===== config.mk =====
export PLATFORM = sky130hd
export DESIGN_NAME = icrtc_top
export DESIGN_NICKNAME = d
export VERILOG_FILES = /design/src/icrtc_pkg.sv /design/src/icrtc_top.sv
export SDC_FILE = /design/constraint.sdc
export NUM_CORES = 1
export LEC_CHECK = 0
export BUFFER_PORTS_ARGS = -buffer_cell sky130_fd_sc_hd__buf_2
export CAP_MARGIN = 15
export CORE_ASPECT_RATIO = 0.7
export CORE_MARGIN = 2
export CORE_UTILIZATION = 50
export CTS_BUF_LIST = sky130_fd_sc_hd__clkbuf_8
export CTS_CLUSTER_DIAMETER = 200
export DETAILED_ROUTE_END_ITERATION = 8
export GPL_TIMING_DRIVEN = 0
export HOLD_SLACK_MARGIN = 0.05
export PLACE_DENSITY = 0.7
export SLEW_MARGIN = 5
export SYNTH_ARGS = -nofsm -noshare
export SYNTH_HDL_FRONTEND = slang
export SYNTH_SLANG_ARGS = --single-unit
export TNS_END_PERCENT = 20

===== constraint.sdc =====
create_clock -name core_clk -period 11 [get_ports core_clk]
set_clock_uncertainty 0.05 [all_clocks]
set_input_delay 1.1 -clock core_clk [delete_from_list [all_inputs] [get_ports core_clk]]
set_output_delay 1.1 -clock core_clk [all_outputs]
set_load 0.01 [all_outputs]

===== src/icrtc_pkg.sv =====
/*
 * Shared definitions for the isolated calendar clock block: timing constants,
 * the unlock key, BCD field limits, write-select codes, modes and the time carrier,
 * followed by the BCD field counter that the top module instantiates.
 * Assumes a single 20 MHz core clock and a synchronous, active-high power-on reset.
 */
package icrtc_pkg;
  localparam int unsigned CLK_HZ         = 20_000_000;
  localparam int unsigned SLOW_HZ        = 32_768;
  localparam int unsigned MS_PER_S       = 1_000;
  localparam int unsigned SYNC_SLOW_TICKS = 2;
  localparam int unsigned PHASE_W        = 25;
  localparam int unsigned MSACC_W        = 16;

  localparam logic [15:0] UNLOCK_KEY_LO = 16'hF1E0;
  localparam logic [15:0] UNLOCK_KEY_HI = 16'h95A4;

  localparam logic [11:0] MS_MIN    = 12'h000;
  localparam logic [11:0] MS_MAX    = 12'h999;
  localparam int unsigned NFIELDS   = 7;
  // Field order: second, minute, hour, weekday, date, month, year.
  localparam logic [7:0] FIELD_MIN [NFIELDS] = '{8'h00, 8'h00, 8'h00, 8'h01, 8'h01, 8'h01, 8'h00};
  localparam logic [7:0] FIELD_MAX [NFIELDS] = '{8'h59, 8'h59, 8'h23, 8'h07, 8'h31, 8'h12, 8'h99};
  localparam int unsigned F_SEC   = 0;
  localparam int unsigned F_MIN   = 1;
  localparam int unsigned F_HOUR  = 2;
  localparam int unsigned F_WDAY  = 3;
  localparam int unsigned F_DATE  = 4;
  localparam int unsigned F_MONTH = 5;
  localparam int unsigned F_YEAR  = 6;
  localparam logic [7:0] MONTH_FEB = 8'h02;
  localparam logic [7:0] DAYS_28   = 8'h28;
  localparam logic [7:0] DAYS_29   = 8'h29;
  localparam logic [7:0] DAYS_30   = 8'h30;
  localparam logic [7:0] DAYS_31   = 8'h31;

  typedef enum logic [4:0] {
    SEL_MS, SEL_SEC, SEL_MIN, SEL_HOUR, SEL_WDAY, SEL_DATE, SEL_MONTH, SEL_YEAR,
    SEL_ALM_SEC, SEL_ALM_MIN, SEL_ALM_HOUR, SEL_ALM_DAY, SEL_ALM_MODE, SEL_PER_MODE,
    SEL_CAL, SEL_SCRATCH0, SEL_SCRATCH1
  } icrtc_sel_t;

  typedef enum logic [2:0] {ALM_OFF, ALM_SEC, ALM_MIN, ALM_HOUR, ALM_DAY} icrtc_alm_t;
  typedef enum logic [2:0] {PER_OFF, PER_MS, PER_SEC, PER_MIN, PER_HOUR, PER_DAY} icrtc_per_t;

  typedef struct packed {
    logic [11:0] ms;
    logic [7:0]  sec;
    logic [7:0]  min;
    logic [7:0]  hour;
    logic [7:0]  wday;
    logic [7:0]  date;
    logic [7:0]  month;
    logic [7:0]  year;
  } icrtc_time_t;

  typedef struct packed {
    icrtc_sel_t  sel;
    logic [15:0] data;
  } icrtc_wr_t;
endpackage

`timescale 1ns/1ns
module icrtc_bcd_field #(
  parameter  int DIGITS = 2,
  localparam int W      = 4 * DIGITS
) (
  input  wire logic         core_clk,
  input  wire logic         rst,
  input  wire logic         inc,
  input  wire logic         load,
  input  wire logic [W-1:0] load_val,
  input  wire logic [W-1:0] min_val,
  input  wire logic [W-1:0] max_val,
  output logic      [W-1:0] value_r,
  output logic              wrap
);
  logic [W-1:0] value_nxt;

  always_comb begin
    logic       c;
    logic [3:0] d;
    c         = 1'b1;
    d         = 4'h0;
    value_nxt = value_r;
    wrap      = inc && (value_r >= max_val);
    if (load) begin
      value_nxt = load_val;
    end else if (wrap) begin
      value_nxt = min_val;
    end else if (inc) begin
      for (int i = 0; i < DIGITS; i++) begin
        d = value_r[4*i +: 4];
        if (c) begin
          if (d == 4'h9) begin
            d = 4'h0;
          end else begin
            d = d + 4'h1;
            c = 1'b0;
          end
        end
        value_nxt[4*i +: 4] = d;
      end
    end
  end

  always_ff @(posedge core_clk) begin
    if (rst) begin
      value_r <= '0;
    end else begin
      value_r <= value_nxt;
    end
  end
endmodule


===== src/icrtc_top.sv =====
/*
 * Isolated calendar clock: BCD time of day and calendar, alarm and periodic
 * interrupt, wake pin, guarded and delayed register writes, scratch words.
 * Assumes core_clk at 20 MHz with all inputs synchronous to it, and rst being
 * the block's own power-on reset; no device reset reaches this logic.
 */
// Overview of operation
// - Alarm, periodic or wake input wakes processor.
// - Write needs oscillator, isolation release, correct key.
// - Missing condition keeps block isolated, writes rejected.
// - Writes land after two slow clock cycles.
// - Only own power-on reset clears state.
// - Count milliseconds to years, leap years, 2099.
// - Values held in BCD, 24-hour hours.
// - Alarm matches second, minute, hour or day.
// - Periodic interrupt per ms, s, min, h, day.
// - All interrupt sources share one output.
// - Slow clock rate trimmed by calibration value.
// - Wake pin is input or output by choice.
// - Scratch words survive device resets.
`timescale 1ns/1ns
module icrtc_top
  import icrtc_pkg::*;
(
  input  wire logic        core_clk,
  input  wire logic        rst,
  input  wire logic        osc_en,
  input  wire logic        isolation_release_control,
  input  wire logic [15:0] unlock_key_low_half,
  input  wire logic [15:0] unlock_key_high_half,
  input  wire logic        wr_req,
  input  wire icrtc_wr_t   wr_cmd,
  input  wire logic        alarm_clr,
  input  wire logic        periodic_clr,
  input  wire logic        wake_dir_out,
  input  wire logic        wake_pin_i,
  output logic             wake_pin_o,
  output logic             wake_pin_oe,
  output icrtc_time_t      time_o,
  output logic             wr_busy,
  output logic             wr_rejected,
  output logic             alarm_flag,
  output logic             periodic_flag,
  output logic             irq,
  output logic             cpu_wake,
  output logic [15:0]      scratch0,
  output logic [15:0]      scratch1
);
  localparam logic [PHASE_W-1:0] PHASE_MOD  = PHASE_W'(CLK_HZ);
  localparam logic [PHASE_W-1:0] PHASE_STEP = PHASE_W'(SLOW_HZ);
  localparam logic [MSACC_W-1:0] MS_STEP    = MSACC_W'(MS_PER_S);
  localparam logic [MSACC_W-1:0] MS_MOD     = MSACC_W'(SLOW_HZ);
  localparam logic [1:0]         SYNC_CNT   = 2'(SYNC_SLOW_TICKS);

  function automatic logic leap_year(input logic [7:0] y);
    // Years 2000..2099: every multiple of four is a leap year, 2000 included.
    if (y[4]) begin
      leap_year = (y[3:0] == 4'h2) || (y[3:0] == 4'h6);
    end else begin
      leap_year = (y[3:0] == 4'h0) || (y[3:0] == 4'h4) || (y[3:0] == 4'h8);
    end
  endfunction

  function automatic logic [7:0] month_days(input logic [7:0] m, input logic leap);
    case (m)
      MONTH_FEB: month_days = leap ? DAYS_29 : DAYS_28;
      8'h04, 8'h06, 8'h09, 8'h11: month_days = DAYS_30;
      default: month_days = DAYS_31;
    endcase
  endfunction

  // Slow-rate and millisecond tick generation.
  logic [PHASE_W-1:0] phase_r, phase_nxt;
  logic [MSACC_W-1:0] msacc_r, msacc_nxt;
  logic signed [15:0] cal_r, cal_nxt;
  logic               slow_tick_r, slow_tick_nxt;
  logic               ms_tick_r, ms_tick_nxt;
  logic [PHASE_W:0]   phase_sum;

  always_comb begin
    phase_sum     = {1'b0, phase_r} + {1'b0, PHASE_STEP} + {{(PHASE_W-15){cal_r[15]}}, cal_r};
    phase_nxt     = phase_r;
    slow_tick_nxt = 1'b0;
    msacc_nxt     = msacc_r;
    ms_tick_nxt   = 1'b0;
    if (osc_en) begin
      // Calibration trims the effective slow rate in steps of one hertz.
      if (phase_sum[PHASE_W-1:0] >= PHASE_MOD) begin
        phase_nxt     = phase_sum[PHASE_W-1:0] - PHASE_MOD;
        slow_tick_nxt = 1'b1;
      end else begin
        phase_nxt = phase_sum[PHASE_W-1:0];
      end
    end
    if (slow_tick_r) begin
      if (msacc_r + MS_STEP >= MS_MOD) begin
        msacc_nxt   = msacc_r + MS_STEP - MS_MOD;
        ms_tick_nxt = 1'b1;
      end else begin
        msacc_nxt = msacc_r + MS_STEP;
      end
    end
  end

  always_ff @(posedge core_clk) begin
    if (rst) begin
      phase_r     <= '0;
      msacc_r     <= '0;
      slow_tick_r <= 1'b0;
      ms_tick_r   <= 1'b0;
    end else begin
      phase_r     <= phase_nxt;
      msacc_r     <= msacc_nxt;
      slow_tick_r <= slow_tick_nxt;
      ms_tick_r   <= ms_tick_nxt;
    end
  end

  // Guarded write path: accepted only when unlocked, applied two slow ticks later.
  icrtc_wr_t  pend_r, pend_nxt;
  logic       pend_vld_r, pend_vld_nxt;
  logic [1:0] pend_cnt_r, pend_cnt_nxt;
  logic       busy_r, busy_nxt;
  logic       rej_r, rej_nxt;
  logic       apply;
  logic       unlocked;

  // Ignored writes only pulse wr_rejected and leave all other state untouched, so glitches cannot corrupt it.
  assign unlocked = osc_en && isolation_release_control &&
                    (unlock_key_low_half == UNLOCK_KEY_LO) &&
                    (unlock_key_high_half == UNLOCK_KEY_HI);
  assign apply    = pend_vld_r && slow_tick_r && (pend_cnt_r == SYNC_CNT - 2'h1);

  always_comb begin
    pend_nxt     = pend_r;
    pend_vld_nxt = pend_vld_r;
    pend_cnt_nxt = pend_cnt_r;
    rej_nxt      = 1'b0;
    if (apply) begin
      pend_vld_nxt = 1'b0;
      pend_cnt_nxt = '0;
    end else if (pend_vld_r && slow_tick_r) begin
      pend_cnt_nxt = pend_cnt_r + 2'h1;
    end
    // A second write while one is in flight is refused; the core clock must be fast
    // enough to see each slow tick as a separate enable.
    if (wr_req) begin
      if (unlocked && !pend_vld_r) begin
        pend_nxt     = wr_cmd;
        pend_vld_nxt = 1'b1;
        pend_cnt_nxt = '0;
      end else begin
        rej_nxt = 1'b1;
      end
    end
    busy_nxt = pend_vld_nxt;
  end

  always_ff @(posedge core_clk) begin
    if (rst) begin
      pend_r     <= '{sel: SEL_MS, data: 16'h0000};
      pend_vld_r <= 1'b0;
      pend_cnt_r <= '0;
      busy_r     <= 1'b0;
      rej_r      <= 1'b0;
    end else begin
      pend_r     <= pend_nxt;
      pend_vld_r <= pend_vld_nxt;
      pend_cnt_r <= pend_cnt_nxt;
      busy_r     <= busy_nxt;
      rej_r      <= rej_nxt;
    end
  end

  // Calendar counters.
  logic [11:0] ms_val;
  logic        ms_wrap;
  logic [7:0]  fval [NFIELDS];
  logic [7:0]  fmax [NFIELDS];
  logic        finc [NFIELDS];
  logic        fwrap [NFIELDS];
  logic        ms_load;

  assign ms_load = apply && (pend_r.sel == SEL_MS);

  icrtc_bcd_field #(.DIGITS(3)) u_ms (
    .core_clk (core_clk),
    .rst      (rst),
    .inc      (ms_tick_r),
    .load     (ms_load),
    .load_val (pend_r.data[11:0]),
    .min_val  (MS_MIN),
    .max_val  (MS_MAX),
    .value_r  (ms_val),
    .wrap     (ms_wrap)
  );

  always_comb begin
    // Weekday and date both step at midnight; weekday never carries.
    finc[F_SEC]   = ms_wrap;
    finc[F_MIN]   = fwrap[F_SEC];
    finc[F_HOUR]  = fwrap[F_MIN];
    finc[F_WDAY]  = fwrap[F_HOUR];
    finc[F_DATE]  = fwrap[F_HOUR];
    finc[F_MONTH] = fwrap[F_DATE];
    finc[F_YEAR]  = fwrap[F_MONTH];
    for (int i = 0; i < NFIELDS; i++) begin
      fmax[i] = FIELD_MAX[i];
    end
    fmax[F_DATE] = month_days(fval[F_MONTH], leap_year(fval[F_YEAR]));
  end

  genvar g;
  generate
    for (g = 0; g < NFIELDS; g++) begin : g_field
      icrtc_bcd_field #(.DIGITS(2)) u_fld (
        .core_clk (core_clk),
        .rst      (rst),
        .inc      (finc[g]),
        .load     (apply && (pend_r.sel == icrtc_sel_t'(g + 1))),
        .load_val (pend_r.data[7:0]),
        .min_val  (FIELD_MIN[g]),
        .max_val  (fmax[g]),
        .value_r  (fval[g]),
        .wrap     (fwrap[g])
      );
    end
  endgenerate

  // Alarm, periodic, scratch and wake state.
  logic [7:0]  alm_sec_r, alm_min_r, alm_hour_r, alm_day_r;
  logic [7:0]  alm_sec_nxt, alm_min_nxt, alm_hour_nxt, alm_day_nxt;
  icrtc_alm_t  alm_mode_r, alm_mode_nxt;
  icrtc_per_t  per_mode_r, per_mode_nxt;
  logic [15:0] scr0_r, scr0_nxt, scr1_r, scr1_nxt;
  logic        sec_step_r, alm_hit, per_hit;
  logic        alm_f_r, alm_f_nxt, per_f_r, per_f_nxt;
  logic        irq_r, irq_nxt, wake_r, wake_nxt, wo_r, wo_nxt, woe_r, woe_nxt;

  always_comb begin
    alm_sec_nxt  = alm_sec_r;
    alm_min_nxt  = alm_min_r;
    alm_hour_nxt = alm_hour_r;
    alm_day_nxt  = alm_day_r;
    alm_mode_nxt = alm_mode_r;
    per_mode_nxt = per_mode_r;
    cal_nxt      = cal_r;
    scr0_nxt     = scr0_r;
    scr1_nxt     = scr1_r;
    if (apply) begin
      case (pend_r.sel)
        SEL_ALM_SEC:  alm_sec_nxt  = pend_r.data[7:0];
        SEL_ALM_MIN:  alm_min_nxt  = pend_r.data[7:0];
        SEL_ALM_HOUR: alm_hour_nxt = pend_r.data[7:0];
        SEL_ALM_DAY:  alm_day_nxt  = pend_r.data[7:0];
        SEL_ALM_MODE: alm_mode_nxt = icrtc_alm_t'(pend_r.data[2:0]);
        SEL_PER_MODE: per_mode_nxt = icrtc_per_t'(pend_r.data[2:0]);
        SEL_CAL:      cal_nxt      = pend_r.data;
        SEL_SCRATCH0: scr0_nxt     = pend_r.data;
        SEL_SCRATCH1: scr1_nxt     = pend_r.data;
        default:      cal_nxt      = cal_r;
      endcase
    end
    // Compare one cycle after the second steps, once all carries have settled.
    alm_hit = 1'b0;
    if (sec_step_r) begin
      case (alm_mode_r)
        ALM_SEC:  alm_hit = fval[F_SEC] == alm_sec_r;
        ALM_MIN:  alm_hit = fval[F_SEC] == alm_sec_r && fval[F_MIN] == alm_min_r;
        ALM_HOUR: alm_hit = fval[F_SEC] == alm_sec_r && fval[F_MIN] == alm_min_r &&
                            fval[F_HOUR] == alm_hour_r;
        ALM_DAY:  alm_hit = fval[F_SEC] == alm_sec_r && fval[F_MIN] == alm_min_r &&
                            fval[F_HOUR] == alm_hour_r && fval[F_DATE] == alm_day_r;
        default:  alm_hit = 1'b0;
      endcase
    end
    case (per_mode_r)
      PER_MS:   per_hit = ms_tick_r;
      PER_SEC:  per_hit = ms_wrap;
      PER_MIN:  per_hit = fwrap[F_SEC];
      PER_HOUR: per_hit = fwrap[F_MIN];
      PER_DAY:  per_hit = fwrap[F_HOUR];
      default:  per_hit = 1'b0;
    endcase
    // An event in the same cycle as its clear keeps the flag set.
    alm_f_nxt = alm_hit || (alm_f_r && !alarm_clr);
    per_f_nxt = per_hit || (per_f_r && !periodic_clr);
    irq_nxt   = alm_f_nxt || per_f_nxt;
    wake_nxt  = irq_nxt || (!wake_dir_out && wake_pin_i);
    wo_nxt    = wake_dir_out && irq_nxt;
    woe_nxt   = wake_dir_out;
  end

  // Only the block's own power-on reset clears this state.
  always_ff @(posedge core_clk) begin
    if (rst) begin
      alm_sec_r  <= '0;
      alm_min_r  <= '0;
      alm_hour_r <= '0;
      alm_day_r  <= '0;
      alm_mode_r <= ALM_OFF;
      per_mode_r <= PER_OFF;
      cal_r      <= '0;
      scr0_r     <= '0;
      scr1_r     <= '0;
      sec_step_r <= 1'b0;
      alm_f_r    <= 1'b0;
      per_f_r    <= 1'b0;
      irq_r      <= 1'b0;
      wake_r     <= 1'b0;
      wo_r       <= 1'b0;
      woe_r      <= 1'b0;
    end else begin
      alm_sec_r  <= alm_sec_nxt;
      alm_min_r  <= alm_min_nxt;
      alm_hour_r <= alm_hour_nxt;
      alm_day_r  <= alm_day_nxt;
      alm_mode_r <= alm_mode_nxt;
      per_mode_r <= per_mode_nxt;
      cal_r      <= cal_nxt;
      scr0_r     <= scr0_nxt;
      scr1_r     <= scr1_nxt;
      sec_step_r <= ms_wrap;
      alm_f_r    <= alm_f_nxt;
      per_f_r    <= per_f_nxt;
      irq_r      <= irq_nxt;
      wake_r     <= wake_nxt;
      wo_r       <= wo_nxt;
      woe_r      <= woe_nxt;
    end
  end

  assign time_o        = '{ms: ms_val, sec: fval[F_SEC], min: fval[F_MIN],
                           hour: fval[F_HOUR], wday: fval[F_WDAY], date: fval[F_DATE],
                           month: fval[F_MONTH], year: fval[F_YEAR]};
  assign wr_busy       = busy_r;
  assign wr_rejected   = rej_r;
  assign alarm_flag    = alm_f_r;
  assign periodic_flag = per_f_r;
  assign irq           = irq_r;
  assign cpu_wake      = wake_r;
  assign wake_pin_o    = wo_r;
  assign wake_pin_oe   = woe_r;
  assign scratch0      = scr0_r;
  assign scratch1      = scr1_r;
endmodule


==> impl_metrics.toml <==
[finish]
finish.utilization_pct = 58.7
final_area_sq_um = 15000
drive_above_1_share_pct = 15.1
area_growth_pct = 16.1
final_nets = 1932
fillCellCount = 2350
antenna_cells = 0

[clock_network]
cts_root_buf = "clkbuf_8"
cts_buffers = 38
cts_setup_buffers = 0
tritoncts = "done"
clkLatencyLatePin_ns = 0.57
clk_path_buf_depth = 3
hold_buffers = 0
h-tree-depth = 2
clock_sinks = 226
post_cts_resized = 0
clk_pin_slew_ns = 0.07

[placed_design]
dpl_cell_area_sq_um = 14200
hpwl_microns = 32700
gp_congestion = 0.942
portBuffers = 169

[logic_synthesis]
yosysTopAreaCell = "dfxtp_1"
postSynthCellCount = 1587
ys_ff_latch = 226
synth_area_sq_um = 12900
async_flop_share_pct = 0
synth.top_cells.by_area = "dfxtp_1 (35%), ha_1 (7.1%), nor2_1 (6.9%), mux2i_1 (6.5%), nand2_1 (4.8%)"
ys_warn_count = 0
synth_cell_types = 86
synth_top_area_share_pct = 35.0
yosysSeqAreaShare_pct = 35.0
synth-main-ff-cell = "dfxtp_1"
avgSynthCellArea_sq_um = 8.14
synth-edff-count = 0
synth_nets = 1723

[timing]
fmax_mhz = 199
rsz0062_at_grt = "no"
layout_min_cycle_time_ns = 5.03
hold_viol_final = 0
fin_setup_tns_ns = 0
setup_violations = 0
relSlewSlack_pct = 21.6
drv_slew = 0
tightest_slew_ns = 1.17
fin_crit_sh_pct = 45.7

[route]
drt_iter0_drc = 1494
wl_per_cell_microns = 20.2
vias = 12955
vias_per_cell = 6.01
drc = 0
routed_wl_microns = 43600
ant_nets = 0
first_pass_iters = 5

[global_route]
grt_max_degree = 12
grt_pass1_vias = 11545
gr-total-overflow = 0
grt_pass1_wl_microns = 66400
track_usage_pct = 31.5
grt_antenna_before_repair = 0

[power_and_ir_drop]
p_leak_nw = 6.45
power_density_nw_per_um2 = 120
ir_drop_v = 0.0000856

[critical_path]
worst_path_largest_cell_delay_ns = 0.79
crit_path_start_kind = "flop"
cp-end-kind = "flop"
crit_required_ns = 11.34
worstSetupPathType = "reg2reg"
worstPathCellList = "ha_1 > ha_1 > fa_1 > a211oi_2 > nor4_1 > a2111oi_1 > inv_1 > ha_1 > nand2b_1 > nor4_1 > o21ai_0 > nor4_1 > nand4_1 > nor4b_4 > o31ai_4 > nand2_2 > o2111ai_1 > a211oi_2"
slowest_stage = "a2111oi_1"
reg2reg_slack_ns = 5.97
crit_fanout = 9
arrival_ns = 5.37

[floorplanning]
rows = 49
start_util_pct = 50.5
ios = 170
core_area_sq_um = 25600
die-area_sq_um = 27200
die-width_microns = 196
chipHeight_microns = 138

[hold_path]
hp-class = "reg2reg"

[status]
status = "completed"

[job]
drv_cap = 0
## final cells by class
cell class	count	area (sq um)	area share (%)
plain buffers	87	345	2.30
multi-input cells	1231	7890	52.6
flip-flops and latches	226	4520	30.2
clock buffers	46	633	4.22
well taps	331	414	2.76
clock inverters	23	189	1.26
inverters	43	161	1.08
repair buffers	169	846	5.64
## logic make-up after synthesis
kind of cell    synth area share [%]
buf+inv                         3.92
compound gates                  19.6
mux                             6.51
fa+ha+maj                       7.22
xor+xnor                        4.68
flops                           35.0
simple gates                    23.0
## through the flow
step / cells / setup WS, ns / power [mW] / hold slack [ns]
floorplan: 1587 / 7.09 / 0.941 / 0.376
global placement: 2087 / 6.20 / 0.990 / 0.391
detailed placement: 2087 / 6.19 / 0.992 / 0.396
CTS: 2156 / 6.17 / 1.80 / 0.404
global route: 2156 / 5.88 / 1.85 / 0.431
finish: 2156 / 5.97 / 1.80 / 0.404
## placed cells by master, fill, tap and decap left out, drive strengths merged, types with 6 or more instances in the layout
cell type,instances
nor3b,10
a211oi,45
nand4b,9
o21ai,74
mux2i,84
o21bai,6
a31oi,11
nand3,23
or3,14
inv,52
dfxtp,226
and3,13
xnor2,35
nor2b,11
a21oi,125
buf,189
o31ai,9
o211ai,13
a21o,15
a2111oi,6
nand2,167
a22oi,15
and2,10
ha,73
nor3,44
clkinv,9
nand2b,15
clkbuf,113
o311ai,6
nand4,19
a221oi,8
nor4,18
nor2,240
xor2,34
or2,6
## worst max-delay path: cells and delay by family (launching register included)
kind / cells / cell delay (ns)
compound gates: 6 / 2.23
buf+inv: 1 / 0.20
simple gates: 7 / 0.75
fa+ha+maj: 4 / 1.26
flops: 1 / 0.33
## cells in the mapped netlist (19+ instances only)
master and number:
ha_1 73, dfxtp_1 226, a211oi_1 39, o21ai_0 60, nor2_1 238, mux2i_1 84
xnor2_1 35, a21oi_1 120, inv_1 43, nand4_1 19, nand2_1 165, nand3_1 23
clkbuf_1 67, nor3_1 43, xor2_1 34
## power breakdown
group | internal (mW) | switching, mW
registers | 0.826 | 0.00765
clock network | 0.454 | 0.369
logic | 0.0504 | 0.0947
## metal layers
layer	track usage, %	vias up	share of wire [%]
met3	8.76	64	12
met5	0	-	0
met2	40.8	651	38
met1	49.5	6122	48
met4	8.93	0	2.1
li1	-	6118	-
## path summary, 6_finish.rpt
| check | cells after the start | start | endpoint |
|---|---|---|---|
| max | 18 | cal_r[1] | phase_r[12] |
| min | 2 | scratch0[13] | scratch0[13] |
| max reg2reg | 18 | cal_r[1] | phase_r[12] |
| min reg2reg | 2 | scratch0[13] | scratch0[13] |
## state kept, by name, summed over array words and instances (netlist names), 8 cells and up
register               cells
alm_day_r                  8
alm_min_r                  8
alm_sec_r                  8
msacc_r                   13
u_ms.value_r              12
alm_hour_r                 8
scratch0                  16
g_field.u_fld.value_r     56
scratch1                  16
pend_r                    21
cal_r                     16
phase_r                   25
(Power assumes the default switching activity.)
